$ cat config.mk
export PLATFORM = sky130hd
export DESIGN_NAME = stap_top
export DESIGN_NICKNAME = d
export VERILOG_FILES = /design/src/logic/stap_top.v /design/src/logic/stap_sync.v /design/src/logic/stap_fsm.v
export VERILOG_INCLUDE_DIRS = /design/src /design/src/logic
export SDC_FILE = /design/constraint.sdc
export NUM_CORES = 1
export LEC_CHECK = 0
export BUFFER_PORTS_ARGS = -buffer_cell sky130_fd_sc_hd__buf_2
export CAP_MARGIN = 20
export CORE_MARGIN = 5
export CORE_UTILIZATION = 45
export CTS_CLUSTER_DIAMETER = 150
export DETAILED_ROUTE_END_ITERATION = 6
export PLACE_DENSITY = 0.75
export SYNTH_ARGS = -nofsm -noshare
export SYNTH_HDL_FRONTEND = slang
export SYNTH_SLANG_ARGS = --single-unit
$ cat constraint.sdc
create_clock -name REF_CLK -period 2.3 [get_ports REF_CLK]
set_clock_uncertainty 0.15 [all_clocks]
set_input_delay 0.46 -clock REF_CLK [delete_from_list [all_inputs] [get_ports REF_CLK]]
set_output_delay 0.46 -clock REF_CLK [all_outputs]
set_load 0.03 [all_outputs]
$ cat src/logic/stap_map.vh
`ifndef STAP_MAP_VH
`define STAP_MAP_VH
// ----------------------------------------
// Instruction codes
// ----------------------------------------
`define STAP_IR_LEN        3
`define STAP_OP_RSV0       3'h0
`define STAP_OP_IDCODE     3'h1
`define STAP_OP_HIGHZ      3'h2
`define STAP_OP_BYPASS     3'h3
`define STAP_OP_SAMPLE     3'h4
`define STAP_IR_CAPTURE    3'h1
// ----------------------------------------
// Controller states
// ----------------------------------------
`define STAP_ST_RESET      4'h0
`define STAP_ST_IDLE       4'h1
`define STAP_ST_SEL_DR     4'h2
`define STAP_ST_CAP_DR     4'h3
`define STAP_ST_SH_DR      4'h4
`define STAP_ST_EX1_DR     4'h5
`define STAP_ST_PAU_DR     4'h6
`define STAP_ST_EX2_DR     4'h7
`define STAP_ST_UPD_DR     4'h8
`define STAP_ST_SEL_IR     4'h9
`define STAP_ST_CAP_IR     4'ha
`define STAP_ST_SH_IR      4'hb
`define STAP_ST_EX1_IR     4'hc
`define STAP_ST_PAU_IR     4'hd
`define STAP_ST_EX2_IR     4'he
`define STAP_ST_UPD_IR     4'hf
// ----------------------------------------
// Data registers
// ----------------------------------------
`define STAP_ID_LEN        32
`define STAP_ID_VALUE      32'h0000_0001
`define STAP_BSR_LEN       69
`endif

$ cat src/logic/stap_top.v
`timescale 1ns/10ps
`include "stap_map.vh"
// ----------------------------------------
// ----------------------------------------
module stap_top #(
	parameter BSR_LEN = `STAP_BSR_LEN,
	parameter ID_LEN  = `STAP_ID_LEN,
	// Arbitrary identification value
	parameter [ID_LEN-1:0] ID_CODE = `STAP_ID_VALUE
) (
	// Clock and reset
	input  wire               REF_CLK,
	input  wire               NRST,
	// Test port pins
	input  wire               TCK,
	input  wire               TMS,
	input  wire               TDI,
	input  wire               TRST_N,
	output reg                TDO,
	output reg                TDO_OE,
	// I/O ring
	input  wire [BSR_LEN-1:0] RING_IN,
	// Data pin control
	output reg                DQ_FLOAT
);
	// ----------------------------------------
	// Pin synchronisers
	// ----------------------------------------
	wire [3:0] pins_s;
	stap_sync #(
		.W (4)
	) u_sync (
		.clk  (REF_CLK),
		.nrst (NRST),
		.din  ({TCK, TMS, TDI, TRST_N}),
		.dout (pins_s)
	);
	wire tck_s  = pins_s[3];
	wire tms_s  = pins_s[2];
	wire tdi_s  = pins_s[1];
	wire trst_n_s = pins_s[0];
	reg  tck_q;
	always @(posedge REF_CLK or negedge NRST) begin
		if (!NRST) begin
			tck_q <= 1'b0;
		end else begin
			tck_q <= tck_s;
		end
	end
	// Ring comes from the RAM clock domain and is synchronised like any pin
	wire [BSR_LEN-1:0] ring_s;
	stap_sync #(
		.W (BSR_LEN)
	) u_ring_sync (
		.clk  (REF_CLK),
		.nrst (NRST),
		.din  (RING_IN),
		.dout (ring_s)
	);
	wire tck_rise = tck_s & ~tck_q;
	wire tck_fall = ~tck_s & tck_q;
	// ----------------------------------------
	// Controller
	// ----------------------------------------
	wire [3:0] state_q;
	stap_fsm u_fsm (
		.clk      (REF_CLK),
		.nrst     (NRST),
		.trst_n   (trst_n_s),
		.tck_rise (tck_rise),
		.tms      (tms_s),
		.state_q  (state_q)
	);
	// ----------------------------------------
	// Instruction decode
	// ----------------------------------------
	function [1:0] sel_of;
		input [2:0] op;
		begin
			case (op)
				`STAP_OP_IDCODE: sel_of = 2'h1;
				`STAP_OP_SAMPLE: sel_of = 2'h2;
				default:         sel_of = 2'h0; // Reserved codes act as bypass
			endcase
		end
	endfunction
	reg  [`STAP_IR_LEN-1:0] ir_sh_q;
	reg  [`STAP_IR_LEN-1:0] ir_q;
	reg  [ID_LEN-1:0]       id_sh_q;
	reg  [BSR_LEN-1:0]      bsr_q;
	reg                     byp_q;
	wire [1:0]              dr_sel = sel_of(ir_q);
	wire                    ring_cap = (ir_q == `STAP_OP_SAMPLE) || (ir_q == `STAP_OP_HIGHZ);
	// ----------------------------------------
	// Instruction register
	// ----------------------------------------
	// Shift is MSB-in from TDI, LSB out first, so codes read MSB on the left
	always @(posedge REF_CLK or negedge NRST) begin
		if (!NRST) begin
			ir_sh_q <= `STAP_OP_IDCODE;
			ir_q    <= `STAP_OP_IDCODE;
		end else if (!trst_n_s || (state_q == `STAP_ST_RESET)) begin
			// Reset state forces the default at once, not one TCK later
			ir_q    <= `STAP_OP_IDCODE;
		end else if (tck_rise) begin
			case (state_q)
				`STAP_ST_RESET:  ir_q    <= `STAP_OP_IDCODE;
				`STAP_ST_CAP_IR: ir_sh_q <= `STAP_IR_CAPTURE;
				`STAP_ST_SH_IR:  ir_sh_q <= {tdi_s, ir_sh_q[`STAP_IR_LEN-1:1]};
				`STAP_ST_UPD_IR: ir_q    <= ir_sh_q;
				default:         ir_q    <= ir_q;
			endcase
		end
	end
	// ----------------------------------------
	// Data registers
	// ----------------------------------------
	// Ring is sampled without care for the RAM clock; unstable pins give unstable bits
	always @(posedge REF_CLK or negedge NRST) begin
		if (!NRST) begin
			id_sh_q <= {ID_LEN{1'b0}};
			bsr_q   <= {BSR_LEN{1'b0}};
			byp_q   <= 1'b0;
		end else if (tck_rise) begin
			if (state_q == `STAP_ST_CAP_DR) begin
				byp_q <= 1'b0;
				if (ir_q == `STAP_OP_IDCODE)
					id_sh_q <= ID_CODE;
				if (ring_cap)
					bsr_q <= ring_s;
			end else if (state_q == `STAP_ST_SH_DR) begin
				case (dr_sel)
					2'h1:    id_sh_q <= {tdi_s, id_sh_q[ID_LEN-1:1]};
					2'h2:    bsr_q   <= {tdi_s, bsr_q[BSR_LEN-1:1]};
					default: byp_q   <= tdi_s;
				endcase
			end
			// Update-DR has no effect on pins: no preload path exists
		end
	end
	// ----------------------------------------
	// Output stage
	// ----------------------------------------
	reg tdo_d;
	always @* begin
		tdo_d = 1'b0;
		if (state_q == `STAP_ST_SH_IR)
			tdo_d = ir_sh_q[0];
		else if (state_q == `STAP_ST_SH_DR) begin
			case (dr_sel)
				2'h1:    tdo_d = id_sh_q[0];
				2'h2:    tdo_d = bsr_q[0];
				default: tdo_d = byp_q;
			endcase
		end
	end
	always @(posedge REF_CLK or negedge NRST) begin
		if (!NRST) begin
			TDO      <= 1'b0;
			TDO_OE   <= 1'b0;
			DQ_FLOAT <= 1'b0;
		end else begin
			DQ_FLOAT <= (ir_q == `STAP_OP_HIGHZ);
			if (tck_fall) begin
				TDO    <= tdo_d;
				TDO_OE <= (state_q == `STAP_ST_SH_IR) || (state_q == `STAP_ST_SH_DR);
			end
		end
	end
endmodule // stap_top

$ cat src/logic/stap_sync.v
`timescale 1ns/10ps
module stap_sync #(
	parameter W = 1
) (
	// Clock and reset
	input  wire         clk,
	input  wire         nrst,
	// Data
	input  wire [W-1:0] din,
	output wire [W-1:0] dout
);
	reg [W-1:0] s1_q;
	reg [W-1:0] s2_q;
	always @(posedge clk or negedge nrst) begin
		if (!nrst) begin
			s1_q <= {W{1'b0}};
			s2_q <= {W{1'b0}};
		end else begin
			s1_q <= din;
			s2_q <= s1_q;
		end
	end
	assign dout = s2_q;
endmodule // stap_sync

$ cat src/logic/stap_fsm.v
`timescale 1ns/10ps
`include "stap_map.vh"
module stap_fsm (
	// Clock and reset
	input  wire       clk,
	input  wire       nrst,
	// Controls
	input  wire       trst_n,
	input  wire       tck_rise,
	input  wire       tms,
	// State
	output reg  [3:0] state_q
);
	reg [3:0] state_d;
	// ----------------------------------------
	// Sixteen-state controller
	// ----------------------------------------
	always @* begin
		state_d = state_q;
		case (state_q)
			`STAP_ST_RESET:  state_d = tms ? `STAP_ST_RESET  : `STAP_ST_IDLE;
			`STAP_ST_IDLE:   state_d = tms ? `STAP_ST_SEL_DR : `STAP_ST_IDLE;
			`STAP_ST_SEL_DR: state_d = tms ? `STAP_ST_SEL_IR : `STAP_ST_CAP_DR;
			`STAP_ST_CAP_DR: state_d = tms ? `STAP_ST_EX1_DR : `STAP_ST_SH_DR;
			`STAP_ST_SH_DR:  state_d = tms ? `STAP_ST_EX1_DR : `STAP_ST_SH_DR;
			`STAP_ST_EX1_DR: state_d = tms ? `STAP_ST_UPD_DR : `STAP_ST_PAU_DR;
			`STAP_ST_PAU_DR: state_d = tms ? `STAP_ST_EX2_DR : `STAP_ST_PAU_DR;
			`STAP_ST_EX2_DR: state_d = tms ? `STAP_ST_UPD_DR : `STAP_ST_SH_DR;
			`STAP_ST_UPD_DR: state_d = tms ? `STAP_ST_SEL_DR : `STAP_ST_IDLE;
			`STAP_ST_SEL_IR: state_d = tms ? `STAP_ST_RESET  : `STAP_ST_CAP_IR;
			`STAP_ST_CAP_IR: state_d = tms ? `STAP_ST_EX1_IR : `STAP_ST_SH_IR;
			`STAP_ST_SH_IR:  state_d = tms ? `STAP_ST_EX1_IR : `STAP_ST_SH_IR;
			`STAP_ST_EX1_IR: state_d = tms ? `STAP_ST_UPD_IR : `STAP_ST_PAU_IR;
			`STAP_ST_PAU_IR: state_d = tms ? `STAP_ST_EX2_IR : `STAP_ST_PAU_IR;
			`STAP_ST_EX2_IR: state_d = tms ? `STAP_ST_UPD_IR : `STAP_ST_SH_IR;
			`STAP_ST_UPD_IR: state_d = tms ? `STAP_ST_SEL_DR : `STAP_ST_IDLE;
			default:         state_d = `STAP_ST_RESET;
		endcase
	end
	always @(posedge clk or negedge nrst) begin
		if (!nrst) begin
			state_q <= `STAP_ST_RESET;
		end else if (!trst_n) begin
			state_q <= `STAP_ST_RESET;
		end else if (tck_rise) begin
			state_q <= state_d;
		end
	end
endmodule // stap_fsm

==> impl_summary.log <==
[metrics] initial drt markers: 355
[metrics] worst-path maximum fanout: 37
[metrics] Adder-Cell Fraction of Synth Area: 0%
[metrics] count of input and output buffers: 77
[metrics] number of enable-type register cells in the synthesized netlist: 0
[metrics] CTS tree: built
[metrics] DRC Markers: 0
[metrics] setup ws final: 0.238 ns
[metrics] average instance area after synthesis: 12.1 um2
[metrics] clock-pin slew reported for the worst setup and hold paths after clock tree synthesis: 0.06 ns
[metrics] Total Die Area: 23600 um2
[metrics] floorplan core area: 20300 um2
[metrics] DPL Wire Length: 9.52 mm
[metrics] synthesis warning total: 0
[metrics] area growth from synthesis to final layout: 26.7%
[metrics] clock latency at the later pin of the worst-skew pair: 0.51 ns
[metrics] leading cell type by number of instances after synthesis: sky130_fd_sc_hd__nand2_1
[metrics] number of antenna violations at the first check in global routing: 0
[metrics] global placer's final weighted congestion: 0.764
[metrics] via count: 5741
[metrics] H-tree depth reported by CTS: 1
[metrics] path class of the lowest-slack min-delay path: reg -> reg
[metrics] unrepaired setup endpoints after global routing: false
[metrics] post-route insts no fill: 1215
[metrics] top cells by area in the synthesized netlist: sky130_fd_sc_hd__dfrtp_1, sky130_fd_sc_hd__nand2_1, sky130_fd_sc_hd__mux2_2, sky130_fd_sc_hd__o21ai_0, sky130_fd_sc_hd__mux2_4
[metrics] Post-Place Cells: 1093
[metrics] status: complete, no violations
[metrics] WS Path Type: reg -> reg
[metrics] remaining number of nets flagged by the antenna check after routing: 0
[metrics] cell type contributing the most total cell area after synthesis: sky130_fd_sc_hd__dfrtp_1
[metrics] DRT Pass-1 Iters: 4
[metrics] actual slew at the worst max-slew pin: 0.615 ns
[metrics] achievable clock frequency: 485 MHz
[metrics] share of Yosys cell area claimed by the top area cell type: 70.0%
[metrics] Max Slew Vio Count: 0
[metrics] width of the die: 154 um
[metrics] Worst setup EP type: flop
[metrics] mux contribution to synthesized area: 9.08%
[metrics] clock sink total: 262
[metrics] Post-Route Hold Slack: 0.195 ns
[metrics] max-cap viol count: 0
[metrics] final-report hold violation count: 0
[metrics] compound-cell area share of the yosys netlist: 3.89%
[metrics] share of synthesized flip-flops with an asynchronous set or reset: 100%
[metrics] utilization of the core after routing: 58.0%
[metrics] area of the multi-input gates: 2560 um2
[metrics] xor and xnor area share after synthesis: 0.188%
[metrics] critical path startpoint category: flop
[metrics] die outline height: 154 um
[metrics] Post-Synth Simple-Gate Area: 14.1%
[metrics] clock buffers created by TritonCTS: 27
[metrics] overall track demand over capacity in global routing: 14.8%
[metrics] synthesized instance count: 769
[metrics] Ant. Diodes: 0
[metrics] data arrival time of the critical path: 2.30 ns
[metrics] starting density of the core: 45.8%
[metrics] worst slack after detailed placement: 0.238 ns
[metrics] maximum number of pins on one net before global-route repair: 72
[metrics] largest family of logic cells by synthesized area: simple AND/OR/NAND/NOR gates
[metrics] ratio of total power to cell area: 803 nW/um2
[metrics] vias in the first global route: 6118
[metrics] final cycle utilization of the critical path: 89.7%
[metrics] floorplan row count: 52
[metrics] tightest slew margin relative to the limit: 58.7%
[metrics] TNS Setup: 0 ns
[metrics] final design instance area without fill: 11800 um2
[metrics] setup violation total in the final timing report: 0
[metrics] Placed Area: 10100 um2
[metrics] global route overflow: 0
[metrics] footprint of the flip-flops and latches: 6560 um2
[metrics] global-route wire length before repair: 29.6 mm
[metrics] # fillers: 1564
[metrics] endpoint required time on the critical path: 2.54 ns
[metrics] worst-case clock buffer depth: 3
[metrics] worst voltage drop across the vdd grid: 0.000604 V
[metrics] Design Power: 9.46 mW
[metrics] Wirelength per Cell: 14.0 um
[metrics] leading register cell type out of synthesis: sky130_fd_sc_hd__dfrtp_1
[metrics] Synth Register Bits: 262
[metrics] total detailed-routing wirelength: 17.0 mm
[metrics] vias per cell: 4.73
[metrics] crit path time final: 2.06 ns
[metrics] net count after synthesis: 844
[metrics] Post-synth top cells: sky130_fd_sc_hd__nand2_1, sky130_fd_sc_hd__dfrtp_1, sky130_fd_sc_hd__mux2_2
[metrics] register area share after synthesis: 70.5%
[metrics] Leak Pwr: 5.67 nW
[metrics] layout cell share with drive strength beyond 1: 22.9%
[metrics] number of I/O pins: 78
[metrics] master cell of the clock root buffer: sky130_fd_sc_hd__clkbuf_16
[metrics] number of distinct library cells after synthesis: 41
[metrics] post-synthesis cell area: 9300 um2
[metrics] Layout Nets: 1001
where the power goes:
part           internal, mW  switching [mW]  total, mW
clock                  2.57            1.75       4.32
sequential             4.75          0.0556       4.80
combinational         0.173           0.168      0.341
cells by family (layout without fill, tap and decap cells):
logic type	after synthesis	after routing
buffers and inverters	47	223
muxes	72	72
and+or+nand+nor	322	322
DFF	262	262
xor gates and xnor gates	2	2
AOI/OAI and AO/OA	64	64
layout make-up:
type	instances	area share [%]
Timing Repair Buffer	169	12.0
Clock inverter	15	1.48
Tap cell	270	2.87
Sequential cell	262	55.7
Clock buffer	33	6.10
Inverter	6	0.191
Multi-Input combinational cell	460	21.7
state kept, by name, indices dropped and copies added, names as in the netlist:
register	flops
DQ_FLOAT	1
TDO	1
TDO_OE	1
bsr_q	69
byp_q	1
id_sh_q	32
ir_q	3
ir_sh_q	3
tck_q	1
u_fsm.state_q	4
u_ring_sync.dout	69
u_ring_sync.s1_q	69
u_sync.dout	4
u_sync.s1_q	4
cell usage in the layout, fill, tap and decap left out, types with 2 or more instances in the layout:
cell type / n
sky130_fd_sc_hd__a21oi_1: 8
sky130_fd_sc_hd__a31oi_1: 3
sky130_fd_sc_hd__buf_12: 11
sky130_fd_sc_hd__buf_2: 76
sky130_fd_sc_hd__buf_4: 7
sky130_fd_sc_hd__bufinv_16: 3
sky130_fd_sc_hd__clkbuf_1: 4
sky130_fd_sc_hd__clkbuf_16: 27
sky130_fd_sc_hd__clkbuf_8: 2
sky130_fd_sc_hd__clkinv_2: 7
sky130_fd_sc_hd__clkinv_4: 2
sky130_fd_sc_hd__clkinvlp_4: 2
sky130_fd_sc_hd__dfrtp_1: 260
sky130_fd_sc_hd__dfstp_2: 2
sky130_fd_sc_hd__dlygate4sd3_1: 74
sky130_fd_sc_hd__inv_1: 6
sky130_fd_sc_hd__mux2_2: 59
sky130_fd_sc_hd__mux2_4: 10
sky130_fd_sc_hd__mux2i_1: 3
sky130_fd_sc_hd__nand2_1: 279
sky130_fd_sc_hd__nand2b_1: 6
sky130_fd_sc_hd__nand3_1: 5
sky130_fd_sc_hd__nor2_1: 10
sky130_fd_sc_hd__nor2b_1: 4
sky130_fd_sc_hd__nor3_1: 5
sky130_fd_sc_hd__nor3b_1: 4
sky130_fd_sc_hd__o21ai_0: 41
sky130_fd_sc_hd__o22ai_1: 2
sky130_fd_sc_hd__xnor2_1: 2
layer usage:
layer / vias up / GRT usage [%] / routed length [um]
met3: 30 / 2.28 / 577
li1: 2799 / - / -
met2: 100 / 25.9 / 8720
met4: 0 / 4.04 / 382
met5: - / 0 / 0
met1: 2812 / 19.4 / 7360
final timing paths:
| path | startpoint | end | slack (ns) | cells after the start |
|---|---|---|---|---|
| min | u_ring_sync.s1_q[62]$_DFF_PN0_ | u_ring_sync.dout[62]$_DFF_PN0_ | 0.20 | 0 |
| max reg2reg | u_fsm.state_q[1]$_DFFE_PN0P_ | bsr_q[34]$_DFFE_PN0P_ | 0.24 | 5 |
| max | u_fsm.state_q[1]$_DFFE_PN0P_ | bsr_q[34]$_DFFE_PN0P_ | 0.24 | 5 |
| max in group asynchronous | NRST | u_ring_sync.s1_q[60]$_DFF_PN0_ | 0.98 | 4 |
| min in group asynchronous | NRST | u_ring_sync.dout[43]$_DFF_PN0_ | 0.29 | 2 |
| min reg2reg | u_ring_sync.s1_q[62]$_DFF_PN0_ | u_ring_sync.dout[62]$_DFF_PN0_ | 0.20 | 0 |
repair_timing:
action / 4_1_cts / 5_1_grt
setup endpoints to repair: 0 / 0
resized for setup: 0 / 0
hold buffers: 74 / 0
hold endpoints to repair: 118 / 0
setup buffers: 0 / 0
worst max-delay path, cell delays in order (launching register included):
cell and delay [ns]:
sky130_fd_sc_hd__dfrtp_1 0.45, sky130_fd_sc_hd__nor3b_1 0.29, sky130_fd_sc_hd__o21ai_1 0.18, sky130_fd_sc_hd__nor2_4 0.21
sky130_fd_sc_hd__buf_12 0.26, sky130_fd_sc_hd__mux2_2 0.38
Note: power is estimated with default switching activity, not from simulation.
